File: config.mk
export PLATFORM = sky130hd
export DESIGN_NAME = hlp_host_port
export DESIGN_NICKNAME = d
export VERILOG_FILES = /design/src/verilog/hlp_pkg.sv /design/src/verilog/hlp_sync.sv /design/src/verilog/hlp_host_port.sv
export VERILOG_INCLUDE_DIRS = /design/src /design/src/verilog
export SDC_FILE = /design/constraint.sdc
export NUM_CORES = 1
export LEC_CHECK = 0
export ABC_AREA = 0
export ABC_CLOCK_PERIOD_IN_PS = 3200
export BUFFER_PORTS_ARGS = -buffer_cell sky130_fd_sc_hd__clkbuf_2
export CORE_AREA = 2 2 193 195
export DETAILED_ROUTE_END_ITERATION = 12
export DIE_AREA = 0 0 195 197
export PLACE_DENSITY_LB_ADDON = 0.1
export SYNTH_ARGS = -nofsm -noshare
export SYNTH_HDL_FRONTEND = slang
export SYNTH_HIERARCHICAL = 1
export SYNTH_SLANG_ARGS = --single-unit
File: constraint.sdc
create_clock -name clk_sys -period 3.2 [get_ports clk_sys]
set_input_delay 0.16 -clock clk_sys [delete_from_list [all_inputs] [get_ports clk_sys]]
set_output_delay 0.16 -clock clk_sys [all_outputs]
set_load 0.02 [all_outputs]
File: src/verilog/hlp_host_map.svh
// Named constants of the host local bus port
`ifndef HLP_HOST_MAP_SVH
`define HLP_HOST_MAP_SVH
`define HLP_PHASE_ONE 1'b0
`define HLP_PHASE_TWO 1'b1
`define HLP_ADDR_RST 23'h000000
`define HLP_DATA_RST 16'h0000
`define HLP_BE_NONE 2'h3
`define HLP_ACT_N 1'b0
`define HLP_IDLE_N 1'b1
`define HLP_BIT_ON 1'b1
`define HLP_BIT_OFF 1'b0
`define HLP_OUT_ZERO 2'h0
`define HLP_OUT_ONE 2'h1
`define HLP_OUT_TWO 2'h2
`endif

File: src/verilog/hlp_pkg.sv
// Types shared by the host local bus port
package hlp_pkg;
  typedef struct packed {
    logic [23:1] addr;
    logic [1:0] be_n;
    logic wr;
    logic mio;
    logic dc;
    logic [15:0] data;
  } hlp_cyc_t;

  typedef struct packed {
    logic [23:1] addr;
    logic [15:0] data;
    logic [1:0] be_n;
    logic dc;
    logic wr;
    logic mio;
    logic ads_n;
    logic ready_n;
    logic na_n;
    logic hold_ack;
    logic sel;
  } hlp_pins_t;

  typedef enum logic [4:0] {
    HLP_M_IDLE = 5'h01,
    HLP_M_HOLD = 5'h02,
    HLP_M_ADDR = 5'h04,
    HLP_M_DATA = 5'h08,
    HLP_M_REL = 5'h10
  } hlp_mst_state_t;
endpackage

File: src/verilog/hlp_sync.sv
// Three-stage pin synchroniser with agreement filter
`timescale 1ns/1ps
module hlp_sync #(
  parameter int W = 1
) (
  input wire logic clk_sys,
  input wire logic sys_rst,
  input wire logic [W-1:0] pin_in,
  input wire logic [W-1:0] rst_val,
  output logic [W-1:0] pin_out
);
  logic [W-1:0] s1_reg;
  logic [W-1:0] s2_reg;
  logic [W-1:0] s3_reg;
  logic [W-1:0] out_reg;
  logic [W-1:0] out_next;

  // Bits take their new value only where stages two and three agree
  always_comb begin
    out_next = ((s2_reg ~^ s3_reg) & s2_reg) | ((s2_reg ^ s3_reg) & out_reg);
  end

  // All stages reset to the idle level, so release brings no false edge
  always_ff @(posedge clk_sys) begin
    if (sys_rst) begin
      s1_reg <= rst_val;
      s2_reg <= rst_val;
      s3_reg <= rst_val;
      out_reg <= rst_val;
    end else begin
      s1_reg <= pin_in;
      s2_reg <= s1_reg;
      s3_reg <= s2_reg;
      out_reg <= out_next;
    end
  end

  assign pin_out = out_reg;
endmodule

File: src/verilog/hlp_host_port.sv
// Local bus host port: slave tracking and hold-based master cycles
//
// Functional notes
// RULE_01 - Separate address and data buses toward host
// RULE_02 - Drive data only intack, slave read, master
// RULE_03 - Byte enables mark active data bytes
// RULE_04 - All logic on double-rate clock, phase tracked
// RULE_05 - Data/control line driven only in master mode
// RULE_06 - Write/read line driven only in master mode
// RULE_07 - Memory/IO line driven only in master mode
// RULE_08 - Address strobe first valid state, master only
// RULE_09 - Next address request honoured in master only
// RULE_10 - Slave pipelining from strobe and ready history
// RULE_11 - Request bus with active-high hold request
// RULE_12 - Owner acknowledges hold after releasing bus
// RULE_13 - Master cycles only after hold acknowledge
// RULE_14 - Hold kept whole tenure, release then drop
`timescale 1ns/1ps
`include "hlp_host_map.svh"
module hlp_host_port
  import hlp_pkg::*;
(
  input wire logic clk_sys,
  input wire logic sys_rst,
  input wire logic [23:1] addr_lines_i,
  output logic [23:1] addr_lines_o,
  output logic addr_lines_oe,
  input wire logic [15:0] data_lines_i,
  output logic [15:0] data_lines_o,
  output logic data_lines_oe,
  input wire logic high_byte_en_n_i,
  input wire logic low_byte_en_n_i,
  output logic high_byte_en_n_o,
  output logic low_byte_en_n_o,
  output logic byte_en_oe,
  input wire logic data_ctrl_i,
  input wire logic write_read_i,
  input wire logic mem_io_i,
  output logic data_ctrl_o,
  output logic write_read_o,
  output logic mem_io_o,
  output logic cyc_def_oe,
  input wire logic addr_strobe_n_i,
  output logic addr_strobe_n_o,
  output logic addr_strobe_oe,
  input wire logic ready_n_i,
  input wire logic next_addr_req_n_i,
  output logic hold_req,
  input wire logic hold_ack_i,
  input wire logic slv_sel,
  input wire logic [15:0] slv_rdata,
  input wire logic [15:0] ack_vector,
  output hlp_cyc_t slv_cmd,
  output logic slv_strobe,
  output logic slv_pipe,
  output logic slv_done,
  input wire hlp_cyc_t mst_cmd,
  input wire logic mst_valid,
  output logic mst_ready,
  output logic [15:0] mst_rdata,
  output logic mst_done,
  output logic master_mode,
  output logic bus_phase
);
  // ----------------------------------------------------------------
  // Pin synchronisers
  // ----------------------------------------------------------------
  hlp_pins_t pins_raw;
  hlp_pins_t pins;
  hlp_pins_t pins_rst;

  always_comb begin
    pins_raw.addr = addr_lines_i;
    pins_raw.data = data_lines_i;
    pins_raw.be_n = {high_byte_en_n_i, low_byte_en_n_i};
    pins_raw.dc = data_ctrl_i;
    pins_raw.wr = write_read_i;
    pins_raw.mio = mem_io_i;
    pins_raw.ads_n = addr_strobe_n_i;
    pins_raw.ready_n = ready_n_i;
    pins_raw.na_n = next_addr_req_n_i;
    pins_raw.hold_ack = hold_ack_i;
    pins_raw.sel = slv_sel;
    pins_rst = '0;
    pins_rst.be_n = `HLP_BE_NONE;
    pins_rst.ads_n = `HLP_IDLE_N;
    pins_rst.ready_n = `HLP_IDLE_N;
    pins_rst.na_n = `HLP_IDLE_N;
  end

  // Each line is filtered alone, so a skewed bus may settle over a few edges
  hlp_sync #(.W($bits(hlp_pins_t))) u_sync (
    .clk_sys(clk_sys),
    .sys_rst(sys_rst),
    .pin_in(pins_raw),
    .rst_val(pins_rst),
    .pin_out(pins)
  );

  // ----------------------------------------------------------------
  // Phase tracking
  // ----------------------------------------------------------------
  logic phase_reg;
  logic phase_next;
  logic t_end;

  always_comb begin
    phase_next = ~phase_reg; // RULE_04
    t_end = (phase_reg == `HLP_PHASE_TWO); // RULE_04
  end

  // ----------------------------------------------------------------
  // Master sequencer
  // ----------------------------------------------------------------
  hlp_mst_state_t st_reg;
  hlp_mst_state_t st_next;
  hlp_cyc_t cur_reg;
  hlp_cyc_t cur_next;
  hlp_cyc_t nxt_reg;
  hlp_cyc_t nxt_next;
  logic pipe_reg;
  logic pipe_next;
  logic hold_reg;
  logic hold_next;
  logic ads_reg;
  logic ads_next;
  logic drive_reg;
  logic drive_next;
  logic done_reg;
  logic done_next;
  logic [15:0] rdata_reg;
  logic [15:0] rdata_next;
  logic accept;

  always_comb begin
    st_next = st_reg;
    cur_next = cur_reg;
    nxt_next = nxt_reg;
    pipe_next = pipe_reg;
    hold_next = hold_reg;
    ads_next = ads_reg;
    drive_next = drive_reg;
    done_next = `HLP_BIT_OFF;
    rdata_next = rdata_reg;
    accept = `HLP_BIT_OFF;
    if (t_end) begin
      ads_next = `HLP_BIT_OFF;
      case (st_reg)
        HLP_M_IDLE: begin
          if (mst_valid && !pins.hold_ack) begin // RULE_13
            hold_next = `HLP_BIT_ON; // RULE_11
            st_next = HLP_M_HOLD;
          end
        end
        HLP_M_HOLD: begin
          if (pins.hold_ack) begin // RULE_12 RULE_13
            accept = `HLP_BIT_ON;
            cur_next = mst_cmd;
            ads_next = `HLP_BIT_ON; // RULE_08
            drive_next = `HLP_BIT_ON;
            st_next = HLP_M_ADDR;
          end
        end
        HLP_M_ADDR: begin
          st_next = HLP_M_DATA;
        end
        HLP_M_DATA: begin
          if (pins.ready_n == `HLP_ACT_N) begin
            done_next = `HLP_BIT_ON;
            rdata_next = pins.data;
            if (pipe_reg) begin
              cur_next = nxt_reg;
              pipe_next = `HLP_BIT_OFF;
            end else if (mst_valid) begin
              accept = `HLP_BIT_ON;
              cur_next = mst_cmd;
              ads_next = `HLP_BIT_ON; // RULE_08
              st_next = HLP_M_ADDR;
            end else begin
              drive_next = `HLP_BIT_OFF; // RULE_14
              st_next = HLP_M_REL;
            end
          end else if (pins.na_n == `HLP_ACT_N && !pipe_reg && mst_valid) begin // RULE_09
            accept = `HLP_BIT_ON;
            nxt_next = mst_cmd;
            pipe_next = `HLP_BIT_ON;
            ads_next = `HLP_BIT_ON;
          end
        end
        HLP_M_REL: begin
          hold_next = `HLP_BIT_OFF; // RULE_14
          st_next = HLP_M_IDLE;
        end
        default: begin
          st_next = HLP_M_IDLE;
          hold_next = `HLP_BIT_OFF;
          drive_next = `HLP_BIT_OFF;
        end
      endcase
    end
  end

  // ----------------------------------------------------------------
  // Slave tracking
  // ----------------------------------------------------------------
  logic [1:0] open_reg;
  logic [1:0] open_next;
  logic prev_ads_reg;
  logic prev_ads_next;
  hlp_cyc_t scmd_reg;
  hlp_cyc_t scmd_next;
  logic sstb_reg;
  logic sstb_next;
  logic spipe_reg;
  logic spipe_next;
  logic sdone_reg;
  logic sdone_next;
  logic ads_now;
  logic rdy_now;
  logic intack;

  always_comb begin
    open_next = open_reg;
    prev_ads_next = prev_ads_reg;
    scmd_next = scmd_reg;
    sstb_next = `HLP_BIT_OFF;
    spipe_next = spipe_reg;
    sdone_next = `HLP_BIT_OFF;
    ads_now = (pins.ads_n == `HLP_ACT_N);
    rdy_now = (pins.ready_n == `HLP_ACT_N) && (open_reg != `HLP_OUT_ZERO);
    if (t_end && !drive_reg) begin
      prev_ads_next = ads_now;
      sdone_next = rdy_now;
      if (ads_now && !prev_ads_reg) begin
        scmd_next.addr = pins.addr;
        scmd_next.be_n = pins.be_n; // RULE_03
        scmd_next.wr = pins.wr; // RULE_06
        scmd_next.mio = pins.mio; // RULE_07
        scmd_next.dc = pins.dc; // RULE_05
        scmd_next.data = pins.data;
        sstb_next = `HLP_BIT_ON;
        // A strobe before the open cycle's ready means a pipelined address
        spipe_next = (open_reg != `HLP_OUT_ZERO) && !rdy_now; // RULE_10
      end
      if (ads_now && !prev_ads_reg && !rdy_now) begin
        open_next = (open_reg == `HLP_OUT_ZERO) ? `HLP_OUT_ONE : `HLP_OUT_TWO; // RULE_10
      end else if (!(ads_now && !prev_ads_reg) && rdy_now) begin
        open_next = (open_reg == `HLP_OUT_TWO) ? `HLP_OUT_ONE : `HLP_OUT_ZERO; // RULE_10
      end
    end
    intack = !scmd_next.dc && !scmd_next.mio && !scmd_next.wr;
  end

  // ----------------------------------------------------------------
  // Pin drivers
  // ----------------------------------------------------------------
  hlp_cyc_t show;
  logic [15:0] dout_next;
  logic doe_next;
  logic [15:0] dout_reg;
  logic doe_reg;

  always_comb begin
    show = pipe_next ? nxt_next : cur_next;
    dout_next = intack ? ack_vector : slv_rdata;
    doe_next = `HLP_BIT_OFF;
    if (drive_next) begin
      dout_next = cur_next.data;
      doe_next = cur_next.wr; // RULE_02
    end else if (open_next != `HLP_OUT_ZERO && !scmd_next.wr) begin
      doe_next = pins.sel || intack; // RULE_02
    end
  end

  // ----------------------------------------------------------------
  // Registers
  // ----------------------------------------------------------------
  always_ff @(posedge clk_sys) begin
    if (sys_rst) begin
      phase_reg <= `HLP_PHASE_ONE;
      st_reg <= HLP_M_IDLE;
      cur_reg <= '0;
      nxt_reg <= '0;
      pipe_reg <= `HLP_BIT_OFF;
      hold_reg <= `HLP_BIT_OFF;
      ads_reg <= `HLP_BIT_OFF;
      drive_reg <= `HLP_BIT_OFF;
      done_reg <= `HLP_BIT_OFF;
      rdata_reg <= `HLP_DATA_RST;
      open_reg <= `HLP_OUT_ZERO;
      prev_ads_reg <= `HLP_BIT_OFF;
      scmd_reg <= '0;
      sstb_reg <= `HLP_BIT_OFF;
      spipe_reg <= `HLP_BIT_OFF;
      sdone_reg <= `HLP_BIT_OFF;
      dout_reg <= `HLP_DATA_RST;
      doe_reg <= `HLP_BIT_OFF;
    end else begin
      phase_reg <= phase_next;
      st_reg <= st_next;
      cur_reg <= cur_next;
      nxt_reg <= nxt_next;
      pipe_reg <= pipe_next;
      hold_reg <= hold_next;
      ads_reg <= ads_next;
      drive_reg <= drive_next;
      done_reg <= done_next;
      rdata_reg <= rdata_next;
      open_reg <= open_next;
      prev_ads_reg <= prev_ads_next;
      scmd_reg <= scmd_next;
      sstb_reg <= sstb_next;
      spipe_reg <= spipe_next;
      sdone_reg <= sdone_next;
      dout_reg <= dout_next;
      doe_reg <= doe_next;
    end
  end

  // Address and definition lines hold the current cycle until a pipelined one shows
  logic [23:1] aout_reg;
  logic [1:0] beout_reg;
  logic [2:0] defout_reg;

  always_ff @(posedge clk_sys) begin
    if (sys_rst) begin
      aout_reg <= `HLP_ADDR_RST;
      beout_reg <= `HLP_BE_NONE;
      defout_reg <= '0;
    end else begin
      aout_reg <= show.addr; // RULE_01
      beout_reg <= show.be_n; // RULE_03
      defout_reg <= {show.dc, show.wr, show.mio};
    end
  end

  // ----------------------------------------------------------------
  // Outputs
  // ----------------------------------------------------------------
  assign addr_lines_o = aout_reg;
  assign addr_lines_oe = drive_reg; // RULE_01
  assign data_lines_o = dout_reg;
  assign data_lines_oe = doe_reg; // RULE_02
  assign high_byte_en_n_o = beout_reg[1];
  assign low_byte_en_n_o = beout_reg[0];
  assign byte_en_oe = drive_reg; // RULE_03
  assign data_ctrl_o = defout_reg[2];
  assign write_read_o = defout_reg[1];
  assign mem_io_o = defout_reg[0];
  assign cyc_def_oe = drive_reg; // RULE_05 RULE_06 RULE_07
  assign addr_strobe_n_o = ~ads_reg; // RULE_08
  assign addr_strobe_oe = drive_reg; // RULE_08
  assign hold_req = hold_reg; // RULE_11 RULE_14
  assign slv_cmd = scmd_reg;
  assign slv_strobe = sstb_reg;
  assign slv_pipe = spipe_reg;
  assign slv_done = sdone_reg;
  assign mst_ready = accept;
  assign mst_rdata = rdata_reg;
  assign mst_done = done_reg;
  assign master_mode = drive_reg;
  assign bus_phase = phase_reg;
endmodule

==> results of run 1 <==
==> layer usage <==
| metal | up-vias | global-route usage (%) | routed length (um) |
|---|---|---|---|
| met5 | - | 0 | 0 |
| met4 | 0 | 8.06 | 1120 |
| met3 | 82 | 4.02 | 2310 |
| met2 | 349 | 34.6 | 18300 |
| met1 | 6271 | 27.2 | 18300 |
| li1 | 7038 | - | - |
==> per-stage QoR <==
stage / hold slack (ns) / cell area (sq um)
2_1_floorplan: 0.286 / 16500
3_3_place_gp: 0.377 / 18000
3_5_place_dp: 0.380 / 18000
4_1_cts: 0.0424 / 20600
5_1_grt: 0.0789 / 20600
6_report: 0.0702 / 20600
==> final cells by class <==
cell class	instances	share of cell area, %
Clock inverter	10	0.735
Clock buffer	74	6.73
Tap cell	468	2.84
Multi-Input combinational cell	1172	33.6
Inverter	217	3.95
Timing Repair Buffer	379	12.7
Antenna cell	1	0.0121
Sequential cell	406	39.4
==> synth_stat cells, types with 22 or more instances <==
cell / count
sky130_fd_sc_hd__a22oi_1: 23
sky130_fd_sc_hd__buf_2: 22
sky130_fd_sc_hd__o22ai_1: 55
sky130_fd_sc_hd__mux2i_1: 31
sky130_fd_sc_hd__a211oi_1: 87
sky130_fd_sc_hd__a21o_1: 25
sky130_fd_sc_hd__a221oi_1: 48
sky130_fd_sc_hd__nand2_1: 225
sky130_fd_sc_hd__a21oi_1: 132
sky130_fd_sc_hd__o21ai_0: 159
sky130_fd_sc_hd__nor2_1: 78
sky130_fd_sc_hd__inv_1: 216
sky130_fd_sc_hd__o21ai_1: 29
sky130_fd_sc_hd__ha_1: 49
sky130_fd_sc_hd__clkbuf_1: 82
sky130_fd_sc_hd__dfxtp_1: 406
==> worst max path at each step <==
stage                                         from  cells after the start                          end
final                       st_reg[3]$_SDFFE_PP0P_                      6                    mst_ready
after global routing        st_reg[3]$_SDFFE_PP0P_                      6                    mst_ready
after CTS                   st_reg[3]$_SDFFE_PP0P_                      6                    mst_ready
after detailed placement    st_reg[3]$_SDFFE_PP0P_                      5   data_lines_o[6]$_SDFF_PP0_
after global placement      st_reg[3]$_SDFFE_PP0P_                      5  addr_lines_o[22]$_SDFF_PP0_
after floorplan           addr_lines_oe$_SDFF_PP0_                      7  data_lines_o[10]$_SDFF_PP0_
==> worst register-to-register path, stage by stage, from the launching register on <==
cell and delay, ns:
sky130_fd_sc_hd__dfxtp_1 0.43, sky130_fd_sc_hd__or4b_4 0.63, sky130_fd_sc_hd__nor2_1 0.23, sky130_fd_sc_hd__and3_1 0.77
sky130_fd_sc_hd__a311o_1 0.32, sky130_fd_sc_hd__o21ai_0 0.10
==> repair_timing <==
action	4_1_cts	5_1_grt
endpoints found under the hold margin	177	0
setup endpoints to repair	0	1
hold buffers	110	0
gates resized for setup	0	1
==> cell families after synthesis <==
kind of cell,count (synthesis),share of synthesized area (%)
xor+xnor,3,0.163
flops,406,50.4
simple gates,376,10.1
fa+ha+maj,49,3.80
buf+inv,352,9.04
mux,33,2.06
other cells,2,0.0466
compound gates,613,24.3
==> where the power goes <==
group	internal (mW)	switching [mW]	leakage, nW
sequential	5.38	0.172	3.35
combinational	0.509	0.660	5.04
clock	3.21	2.08	0.753
==> summary.md, run 1 <==
| Metric | Value |
|---|---|
| Worst Clk Skew | 0.0140 ns |
| First-pass GRT wire length | around 66 mm |
| Count of standard-cell rows | 70 |
| Reg-to-reg slack, setup | 0.58 ns |
| Number of buffers inserted by post-CTS setup repair | 0 |
| Sequential standard cell area | 8130 sq um |
| Seq/Total Area, Yosys | ~50% |
| H-tree depth reported by CTS | 2 |
| Hold Crit Depth | 4 |
| Number of vias per cell after detailed routing | 5.04 |
| Number of buffers added by the clock tree synthesis step | 46 |
| Maximum number of pins on one net before global-route repair | 117 |
| GP Congestion | 0.877 |
| Beginning of the worst hold path | ack_vector[13] |
| Syn Area/Cell | 8.79 sq um |
| Ratio of cells with drive above 1 in the final layout | 16.3% |
| Crit-path max FO | 12 |
| Hold Fails Final Rpt | 0 |
| Chip height | 197 um |
| Time the final worst path needs with I/O delays and setup | 2.84 ns |
| Number of buffer and inverter instances along the worst setup path | 2 |
| FMAX | 352 MHz |
| Clock tree from TritonCTS | built |
| Endpoint of the worst hold path | data_lines_o[13]$_SDFF_PP0_ |
| Unrepaired setup endpoints after global routing | false |
| Worst-case clock buffer depth | 3 |
| Cell-by-cell listing of the critical path | nor2b_1 > and4_2 > buf_4 > nor2_1 > a21boi_0 > clkbuf_2 |
| Fraction of registers with async set or reset after synthesis | 0% |
| Multi-input gate area | 6920 sq um |
| Commonest non-fill, non-tap cell in the layout | sky130_fd_sc_hd__dfxtp_1 |
| Clock-pin slew of the registers on the worst-case setup and hold paths | around 0.06 ns |
| Number of nets at the end of the flow | approximately 2400 |
| Data required time of the worst path | 3.04 ns |
| Cell Area, Synth | 16100 sq um |
| Port buffer count | 245 |
| TritonCTS sink count | 406 |
| Area contributors post-synth | sky130_fd_sc_hd__dfxtp_1, sky130_fd_sc_hd__nand2_1, sky130_fd_sc_hd__inv_1 |
| Count of final setup violators | 0 |
| Final Instance Count excl. Fillers | between 2000 and 3000 |
| GRT Util Overall | between 20% and 30% |
| Half-perimeter wire length after detailed placement | 25.3 mm |
| R2r startpoint | st_reg[0]$_SDFFE_PP1P_ |
| Post-route antenna net violation count | 0 |
| Static Leak | 9.14 nW |
| DP Worst Slack | a little under 0.6 ns |
| Die area | 38400 sq um |
| Ports placed on the boundary | roughly 250 |
| Final count of pins violating max slew | 0 |
| Portion of the clock cycle consumed by the worst path in the final layout | 88.9% |
| Number of filler cells placed in the layout | about 3300 |
| Power per cell area | around 580 nW/um^2 |
| Top library cells by usage in the layout, fill and taps aside | sky130_fd_sc_hd__dfxtp_1, sky130_fd_sc_hd__clkbuf_2, sky130_fd_sc_hd__nand2_1 |
| Slowest CP cell | sky130_fd_sc_hd__dfxtp_1 |
| Wire per inst | between 10 and 15 um |
| Number of unique standard cell types used by synthesis | 61 |
| Starting Density | 44.5% |
| Violation count after the first detailed-routing iteration | 729 |
| Run status | finished clean |
| Final total power | 12.0 mW |
| Via count of the first global-routing pass | 13152 |
| Worst-case setup margin in the final layout | between 0.3 and 0.4 ns |
| Insertion delay of the later-clocked pin in the worst-skew pair | 0.57 ns |
| Post-Syn Instances | 1834 |
| Family with the most delay on the worst path | simple AND/OR/NAND/NOR gates |
| Core area | approximately 36000 sq um |
| Critical path launch point type | flop |
| Total of flip-flops plus latches after synthesis | 406 |
| FF-to-FF path depth | 5 |
| Total instance count after detailed placement | roughly 2500 |
| Remaining design rule violation count | 0 |
| Vias | 13740 |
| Endpoint of the lowest-slack register-to-register path | cur_reg[42]$_SDFF_PP0_ |
| Worst IR drop on VDD | about 0.4 mV |
| Slew at the pin closest to its max-slew limit | 0.876 ns |
| Number of synthesized flops with an enable pin | 0 |
| Library cell with the largest summed area after synthesis | sky130_fd_sc_hd__dfxtp_1 |
| CP Capture Type | output pin |
| CP arrival | 2.68 ns |
| Wire length reported by the detailed router | 40.0 mm |
| Clock root buffer | sky130_fd_sc_hd__clkbuf_16 |
| Layout Area Growth over Synthesis | 27.8% |
| Initial DRT Pass Iterations | 5 |
| Antenna violations before repair | 1 |
| Relative max-transition margin | 41.6% |
| Post-layout utilization of the core | 56.8% |
| Synthesis warning total | 6 |
| Worst min path class | in2reg |
| Crit Path Class | reg2out |
| Worst stage delay on the critical path | 0.54 ns |
| Total negative slack for setup checks | 0 ns |
| Area fraction of the dominant cell type after synthesis | around 50% |
| Die width | 195 um |
| Sum of overflow across all layers after global routing | 0 |
| Ys flop type | sky130_fd_sc_hd__dfxtp_1 |
| Max-cap violations | 0 |
Note: power is estimated with default switching activity, not from simulation.
==> inputs of run 2 (changes only) <==
- ABC_CLOCK_PERIOD_IN_PS: 3200 -> 2800
- CORE_AREA: 2 2 193 195 -> 2 2 185 187
- DIE_AREA: 0 0 195 197 -> 0 0 187 189
- SYNTH_HIERARCHICAL: 1 -> unset
- clock period: 3.2 -> 2.8 ns (I/O delays scaled with it)
==> run 2 against run 1 <==
Compared with the run above: clock skew grew 0.0020 ns; global-route usage decreased by 1.2 points; critical path depth is the same; clock-buffer cell count is 13 lower; synthesized cell count fell by 14%; setup slack got worse by 0.21 ns; sequential power up 7.2%; sequential share of layout area increased by 3.2 points.
==> summary.md, run 2 <==
| Metric | Value |
|---|---|
| Number of buffers added by the clock tree synthesis step | 42 (-8.7%) |
| Synthesis warning total | 0 (-6) |
| Vias | 11747 (-15%) |
| Sum of overflow across all layers after global routing | 0 (unchanged) |
| CP arrival | 3.06 ns (+0.38 ns) |
| Antenna cell count | 0 (-1) |
| Number of vias per cell after detailed routing | 4.95 (-1.8%) |
| GRT Util Overall | 19.7% (-1.2 points) |
| Number of filler cells placed in the layout | 3000 (-10%) |
| FMAX | 377 MHz |
| Seq/Total Area, Yosys | 54.9% (+4.5 points) |
| Most numerous cell types in the synthesized netlist | sky130_fd_sc_hd__dfxtp_1, sky130_fd_sc_hd__nand2_1, sky130_fd_sc_hd__a21oi_1, sky130_fd_sc_hd__nor2b_1, sky130_fd_sc_hd__nor2_1 |
| Half-perimeter wire length after detailed placement | 21.0 mm (-17%) |
| CP Capture Type | flop |
| Count of final setup violators | 0 (unchanged) |
| Met3 Track Usage GR | 3.28% (-0.74 points) |
| Clock root buffer | sky130_fd_sc_hd__clkbuf_16 |
| TritonCTS sink count | 406 (unchanged) |
| Time the final worst path needs with I/O delays and setup | 2.66 ns |
| Remaining design rule violation count | 0 (unchanged) |
| GP Congestion | 0.759 (-13%) |
| Ratio of cells with drive above 1 in the final layout | 20.0% (+3.6 points) |
| Area of all placed cells without fillers | 19000 sq um (-7.6%) |
| Number of buffers inserted by post-CTS setup repair | 0 (unchanged) |
| Slowest CP cell | sky130_fd_sc_hd__or4b_2 |
| Final count of pins violating max slew | 0 (unchanged) |
| Wire per inst | 14.8 um (+0.58%) |
| Most frequent cell after synthesis | sky130_fd_sc_hd__dfxtp_1 |
| Area fraction of the dominant cell type after synthesis | 54.9% (+4.5 points) |
| Clock tree from TritonCTS | built |
| Core area | 33300 sq um (-8.2%) |
| Hold Fails Final Rpt | 0 (unchanged) |
| Instance area at placement | 16400 sq um (-8.8%) |
| Chip height | 189 um (-4.1%) |
| H-tree depth reported by CTS | 2 (unchanged) |
| Met2 Track Usage GR | 33.6% (-1.1 points) |
| Cell-by-cell listing of the critical path | or4b_2 > mux2i_4 > buf_6 > mux2i_1 > dlygate4sd3_1 > o22ai_2 |
| Number of unique standard cell types used by synthesis | 60 (-1.6%) |
| Cell Area, Synth | 14800 sq um (-8.2%) |
| Initial DRT Pass Iterations | 5 (unchanged) |
| Worst Clk Skew | 0.0159 ns (+0.00195 ns) |
| Top library cells by usage in the layout, fill and taps aside | sky130_fd_sc_hd__dfxtp_1, sky130_fd_sc_hd__clkbuf_2, sky130_fd_sc_hd__nand2_1 |
| Met1 routing resource usage after global routing | 26.0% (-1.2 points) |
| Number of nets at the end of the flow | 2071 (-14%) |
| Slew at the pin closest to its max-slew limit | 0.644 ns (-0.233 ns) |
| Data required time of the worst path | 3.20 ns (+0.16 ns) |
| Static Leak | 8.02 nW (-12%) |
| Crit-path max FO | 17 (+5) |
| Number of synthesized flops with an enable pin | 0 (unchanged) |
| Die area | 35300 sq um (-8.0%) |
| Syn Area/Cell | 9.43 sq um (+7.2%) |
| Number of nets in the synthesized netlist | 1747 |
| Layout Area Growth over Synthesis | 28.7% |
| Via count of the first global-routing pass | 11499 (-13%) |
| Insertion delay of the later-clocked pin in the worst-skew pair | 0.54 ns (-0.03 ns) |
| Count of standard-cell rows | 67 (-4.3%) |
| Maximum number of pins on one net before global-route repair | 82 (-30%) |
| Crit Path Class | reg2reg |
| Library cell with the largest summed area after synthesis | sky130_fd_sc_hd__dfxtp_1 |
| First-pass GRT wire length | 58.2 mm (-12%) |
| Starting Density | 44.5% (about the same) |
| Worst-case clock buffer depth | 3 (unchanged) |
| Critical path launch point type | flop |
| Unrepaired setup endpoints after global routing | false |
| Area contributors post-synth | sky130_fd_sc_hd__dfxtp_1, sky130_fd_sc_hd__nor2b_1, sky130_fd_sc_hd__nand2_1 |
| Fraction of registers with async set or reset after synthesis | 0% (unchanged) |
| Relative max-transition margin | 57.0% (+15 points) |
| Worst stage delay on the critical path | 0.75 ns (+0.21 ns) |
| Power per cell area | 642 nW/um^2 (+10%) |
| Violation count after the first detailed-routing iteration | 607 (-17%) |
| Total negative slack for setup checks | 0 ns (unchanged) |
| Max-cap violations | 0 (unchanged) |
| Die width | 187 um (-4.1%) |
| Worst min path class | in2reg |
| Post-route antenna net violation count | 0 (unchanged) |
| Port buffer count | 245 (unchanged) |
| Antenna violations before repair | 0 (-1) |
| Ys flop type | sky130_fd_sc_hd__dfxtp_1 |
| Post-layout utilization of the core | 57.2% (+0.40 points) |
| Ports placed on the boundary | 246 (unchanged) |
| Portion of the clock cycle consumed by the worst path in the final layout | 94.8% |
| Most crowded layer after global routing | met2 |
| Run status | finished clean |
| Commonest non-fill, non-tap cell in the layout | sky130_fd_sc_hd__dfxtp_1 |
| Clock-pin slew of the registers on the worst-case setup and hold paths | 0.06 ns (about the same) |
| Post-Syn Instances | 1570 (-14%) |
| Total of flip-flops plus latches after synthesis | 406 (unchanged) |
| Worst IR drop on VDD | 0.431 mV (+7.4%) |
| Wire length reported by the detailed router | 35.1 mm (-12%) |
==> run 2: changes by cell type after synthesis, sizes merged, moves of 15 or more <==
cell / previous run / this run
a22o: 1 / 16
o21ai: 188 / 76
nand3: 3 / 32
clkbuf: 94 / 73
a21boi: 2 / 27
a21oi: 132 / 156
a221oi: 48 / 1
inv: 216 / 31
a32oi: 1 / 26
o22ai: 55 / 15
a211oi: 100 / 5
nor2b: 6 / 141
a311o: 17 / 0
==> run 2: layer usage <==
metal | vias to the layer above | wire, um
met5 | - | 0
met4 | 0 | 772
met3 | 57 | 1630
met2 | 262 | 16200
met1 | 5438 | 16400
li1 | 5990 | -
==> run 2: logic make-up after synthesis <==
group / count (synthesis) / share of synthesized area, %
AO/OA/AOI/OAI: 388 / 16.6
XOR/XNOR: 3 / 0.178
adder cells (fa/ha/maj): 49 / 4.14
buffers and inverters: 148 / 4.31
flip-flops: 406 / 54.9
multiplexers: 20 / 1.44
AND/OR/NAND/NOR: 556 / 18.4
==> run 2: worst max-delay path: cells and delay by family, from the launching register on <==
| family | cells | cell delay, ns |
|---|---|---|
| AO/OA/AOI/OAI | 1 | 0.08 |
| buffers and inverters | 2 | 0.84 |
| flip-flops | 1 | 0.41 |
| multiplexers | 2 | 0.44 |
| AND/OR/NAND/NOR | 1 | 0.75 |
==> run 2: layout make-up <==
class                      instances  area [sq um]  share of cell area [%]
sequential                       406          8130                    42.7
timing repair buffer             397          2750                    14.4
tap                              448           561                    2.94
multi-input combinational       1016          6060                    31.8
clock inverter                    16           184                   0.966
clock buffer                      61          1240                    6.52
inverter                          31           116                   0.611
==> run 2: repair_timing <==
action,CTS,global route
hold buffers,123,0
hold endpoints to repair,132,0
resized for setup,0,1
setup endpoints to repair,0,12
==> run 2: final timing paths <==
path | slack, ns | cells after the start | start | endpoint
setup / recovery | 0.14 | 6 | addr_lines_oe$_SDFF_PP0_ | data_lines_o[11]$_SDFF_PP0_
hold / removal | 0.01 | 2 | sys_rst | cur_reg[0]$_SDFF_PP0_
setup reg to reg | 0.14 | 6 | addr_lines_oe$_SDFF_PP0_ | data_lines_o[11]$_SDFF_PP0_
hold reg to reg | 0.41 | 1 | u_sync.s1_reg[2]$_SDFF_PP1_ | u_sync.s2_reg[2]$_SDFF_PP1_
==> run 2: per-stage QoR <==
stage	cells	worst slack (ns)	total power, mW	hold slack (ns)
after global placement	2175	0.476	6.58	0.325
after floorplan	1570	0.764	6.37	0.244
after CTS	2375	0.0874	12.4	0.0258
after global routing	2375	0.00575	12.7	0.0328
after detailed placement	2175	0.437	6.58	0.326
final	2375	0.145	12.2	0.0142
==> run 2: power breakdown <==
part           internal [mW]  switching [mW]
sequential              5.89          0.0553
clock                   3.37            2.25
combinational          0.326           0.320
==> inputs of run 3 (changes only) <==
- ABC_AREA: 0 -> 1
- CORE_AREA: 2 2 185 187 -> 2 2 188 190
- DIE_AREA: 0 0 187 189 -> 0 0 190 192
==> run 3 against run 2 <==
Compared with the run above: global-route usage is 0.059 points lower; maximum frequency is 4.1% higher; non-clock buffer count is 18 lower; synthesized area is 3.7% higher; register-to-register slack better by 0.11 ns; clock power is 1% lower; wire length is 3.8% higher; critical endpoint is now data_lines_o[10]$_SDFF_PP0_.
==> summary.md, run 3 <==
| Metric | Value |
|---|---|
| Worst stage delay on the critical path | 0.55 ns (-0.20 ns) |
| Beginning of the worst hold path | mst_cmd[32] |
| CP Capture Type | flop |
| FF-to-FF path depth | 11 (+5) |
| Insertion delay of the later-clocked pin in the worst-skew pair | 0.54 ns (about the same) |
| Worst-case clock buffer depth | 3 (unchanged) |
| Number of buffers added by the clock tree synthesis step | 43 (+2.4%) |
| Switching share of total power | 22.9% (+1.3 points) |
| Portion of total power attributed to the clock network | 44.6% (-1.5 points) |
| Worst-case setup margin in the final layout | 0.250 ns (+0.106 ns) |
| Time the final worst path needs with I/O delays and setup | 2.55 ns (-0.106 ns) |
| Maximum number of pins on one net before global-route repair | 180 (+120%) |
| Number of buffers inserted by post-CTS setup repair | 0 (unchanged) |
| Tightest hold margin | 0.0116 ns (-0.00263 ns) |
| Number of nets at the end of the flow | 2477 (+20%) |
| Critical path launch point type | flop |
| Number of nets in the synthesized netlist | 2155 (+23%) |
| Count of standard-cell rows | 68 (+1.5%) |
| Ratio of cells with drive above 1 in the final layout | 16.1% (-3.9 points) |
| Final count of pins violating max slew | 0 (unchanged) |
| Antenna violations before repair | 0 (unchanged) |
| R2r startpoint | bus_phase$_SDFF_PP0_ |
| Data required time of the worst path | 3.27 ns (+0.07 ns) |
| Layout Area Growth over Synthesis | 26.5% |
| Endpoint of the lowest-slack register-to-register path | data_lines_o[10]$_SDFF_PP0_ |
| Worst min path class | in2reg |
| Clock tree from TritonCTS | built |
| Remaining design rule violation count | 0 (unchanged) |
| Half-perimeter wire length after detailed placement | 22.6 mm (+7.7%) |
| Ys flop type | sky130_fd_sc_hd__dfxtp_1 |
| Via count of the first global-routing pass | 12222 (+6.3%) |
| Number of buffer and inverter instances along the worst setup path | 2 (unchanged) |
| Multi-input gate area | 5620 sq um (-7.4%) |
| GRT Util Overall | 19.7% (-0.059 points) |
| Number of synthesized flops with an enable pin | 0 (unchanged) |
| Initial DRT Pass Iterations | 5 (unchanged) |
| Switching power total | 2.85 mW (+8.4%) |
| Cell-by-cell listing of the critical path | inv_1 > nor2_4 > nand2_2 > nand2_1 > nand2_2 > nand3_4 > nand2_1 > nand2_1 > dlygate4sd3_1 > nand3_1 > nand2_1 |
| Hold Fails Final Rpt | 0 (unchanged) |
| Final Instance Count excl. Fillers | 2787 (+17%) |
| Ports placed on the boundary | 246 (unchanged) |
| Most frequent cell after synthesis | sky130_fd_sc_hd__dfxtp_1 |
| Post-layout utilization of the core | 56.6% (-0.60 points) |
| Relative max-transition margin | 44.8% (-12 points) |
| Family with the most delay on the worst path | simple AND/OR/NAND/NOR gates |
| Synthesis warning total | 0 (unchanged) |
| Wire per inst | 13.1 um (-12%) |
| Library cell with the largest summed area after synthesis | sky130_fd_sc_hd__dfxtp_1 |
| Violation count after the first detailed-routing iteration | 523 (-14%) |
| Number of unique standard cell types used by synthesis | 34 (-43%) |
| Cell internal pwr | 9.61 mW (+0.22%) |
| Fraction of registers with async set or reset after synthesis | 0% (unchanged) |
| FMAX | 392 MHz (+4.1%) |
| Chip height | 192 um (+1.6%) |
| Seq/Total Area, Yosys | 53.0% (-1.9 points) |
| Endpoint of the worst hold path | nxt_reg[32]$_SDFF_PP0_ |
| Antenna cell count | 0 (unchanged) |
| Static Leak | 9.67 nW (+21%) |
| Max-cap violations | 0 (unchanged) |
| Total negative slack for setup checks | 0 ns (unchanged) |
| Die width | 190 um (+1.6%) |
| CP arrival | 3.02 ns (-0.04 ns) |
| Cell occurring most often along the worst timing path | sky130_fd_sc_hd__nand2_1 |
| Sequential Power Share | 48.1% (-0.6 points) |
| Starting Density | 44.8% (+0.27 points) |
| Reg-to-reg slack, setup | 0.25 ns (+0.11 ns) |
| Sequential standard cell area | 8130 sq um (unchanged) |
| Slew at the pin closest to its max-slew limit | 0.828 ns (+0.184 ns) |
| GP Congestion | 0.800 (+5.4%) |
| Clock-pin slew of the registers on the worst-case setup and hold paths | 0.06 ns (about the same) |
| Die area | 36500 sq um (+3.2%) |
| First-pass GRT wire length | 59.1 mm (+1.6%) |
| H-tree depth reported by CTS | 2 (unchanged) |
| Core area | 34300 sq um (+3.0%) |
| Hold Crit Depth | 5 (+3) |
| Top library cells by usage in the layout, fill and taps aside | sky130_fd_sc_hd__dfxtp_1, sky130_fd_sc_hd__nand2_1, sky130_fd_sc_hd__nor2_1 |
| Number of filler cells placed in the layout | 3220 (+7.3%) |
| Sum of overflow across all layers after global routing | 0 (unchanged) |
| Number of vias per cell after detailed routing | 4.68 (-5.3%) |
| Worst Clk Skew | 0.0160 ns (+0.0000687 ns) |
| Port buffer count | 245 (unchanged) |
| Power per cell area | 642 nW/um^2 (about the same) |
| TritonCTS sink count | 406 (unchanged) |
| Commonest non-fill, non-tap cell in the layout | sky130_fd_sc_hd__dfxtp_1 |
| Unrepaired setup endpoints after global routing | false |
| Syn Area/Cell | 7.76 sq um (-18%) |
| Combinational power share | 7.3% (+2.0 points) |
| Vias | 13052 (+11%) |
| Count of final setup violators | 0 (unchanged) |
| Post-route antenna net violation count | 0 (unchanged) |
| Area contributors post-synth | sky130_fd_sc_hd__dfxtp_1, sky130_fd_sc_hd__nand2_1, sky130_fd_sc_hd__nor2_1 |
| Clock root buffer | sky130_fd_sc_hd__clkbuf_16 |
| Cell Area, Synth | 15300 sq um (+3.7%) |
| Run status | finished clean |
| Portion of the clock cycle consumed by the worst path in the final layout | 91.1% (-3.8 points) |
| Wire length reported by the detailed router | 36.4 mm (+3.8%) |
| Total of flip-flops plus latches after synthesis | 406 (unchanged) |
| Most numerous cell types in the synthesized netlist | sky130_fd_sc_hd__dfxtp_1, sky130_fd_sc_hd__nand2_1, sky130_fd_sc_hd__nor2_1, sky130_fd_sc_hd__inv_1, sky130_fd_sc_hd__o21ai_0 |
| Slowest CP cell | sky130_fd_sc_hd__dlygate4sd3_1 |
| Total instance count after detailed placement | 2592 (+19%) |
| Crit Path Class | reg2reg |
| Post-Syn Instances | 1978 (+26%) |
| Area fraction of the dominant cell type after synthesis | 53.0% (-1.9 points) |
| Crit-path max FO | 18 (+1) |
| DP Worst Slack | 0.554 ns (+0.117 ns) |
| Worst IR drop on VDD | 0.400 mV (-7.0%) |
[run 3: changes by cell type after synthesis, sizes merged, moves of 28 or more]
cell | before | now
inv | 31 | 302
nand3 | 32 | 81
nor2b | 141 | 0
nor2 | 88 | 332
a21oi | 156 | 118
nand2 | 221 | 371
o22ai | 15 | 43
o21ai | 76 | 128
[run 3: worst max-delay path by stage]
stage / start / end / slack, ns / depth (start not counted)
3_3_place_gp: bus_phase$_SDFF_PP0_ / data_lines_oe$_SDFF_PP0_ / 0.63 / 11
4_1_cts: bus_phase$_SDFF_PP0_ / data_lines_o[10]$_SDFF_PP0_ / 0.06 / 10
6_report: bus_phase$_SDFF_PP0_ / data_lines_o[10]$_SDFF_PP0_ / 0.25 / 11
2_1_floorplan: st_reg[1]$_SDFFE_PP0P_ / ads_reg$_SDFFE_PP0P_ / 1.02 / 9
5_1_grt: addr_lines_oe$_SDFF_PP0_ / data_lines_o[10]$_SDFF_PP0_ / 0.007 / 11
3_5_place_dp: bus_phase$_SDFF_PP0_ / data_lines_oe$_SDFF_PP0_ / 0.55 / 11
[run 3: routing by layer]
| layer | track usage, % | wire length, um |
|---|---|---|
| met2 | 34.1 | 17000 |
| met3 | 3.29 | 1850 |
| met1 | 25.5 | 16800 |
| met4 | 5.04 | 663 |
| met5 | 0 | 0 |
[run 3: power groups by stage]
stage / combinational, mW / sequential (mW) / clock [mW]
floorplan: 0.451 / 6.16 / 0
global placement: 0.749 / 6.12 / 0
detailed placement: 0.757 / 6.13 / 0
CTS: 0.913 / 6.00 / 5.71
global route: 1.02 / 6.01 / 5.92
finish: 0.911 / 6.00 / 5.55
[run 3: repair_timing]
item / CTS / global route
gates resized for setup: 0 / 4
hold buffers: 118 / 0
hold endpoints to repair: 102 / 0
endpoints found under the setup margin: 0 / 17
[run 3: layout make-up]
type                       instances  area share, %
clock buffer                      65           6.70
inverter                         303           5.87
sequential                       406           41.9
clock inverter                    12          0.515
multi-input combinational       1167           28.9
timing repair buffer             379           13.2
tap                              455           2.93
[run 3: kinds of logic (layout without fill, tap and decap cells)]
logic type / count (synthesis) / after routing / synth area share, %
adder cells (fa/ha/maj): 49 / 49 / 4.00
AND/OR/NAND/NOR: 828 / 828 / 22.6
flip-flops: 406 / 406 / 53.0
AO/OA/AOI/OAI: 290 / 290 / 9.91
buffers and inverters: 405 / 759 / 10.5
[run 3: tightest hold or removal path: cells and delay by family]
family / cells / cell delay, ns
buf+inv: 3 / 0.21
simple gates: 2 / 0.15
[run 3: per-stage QoR]
stage / power (mW) / instance area [sq um]
floorplan: 6.61 / 15300
global placement: 6.87 / 16800
detailed placement: 6.88 / 16800
CTS: 12.6 / 19400
global route: 13.0 / 19400
finish: 12.5 / 19400
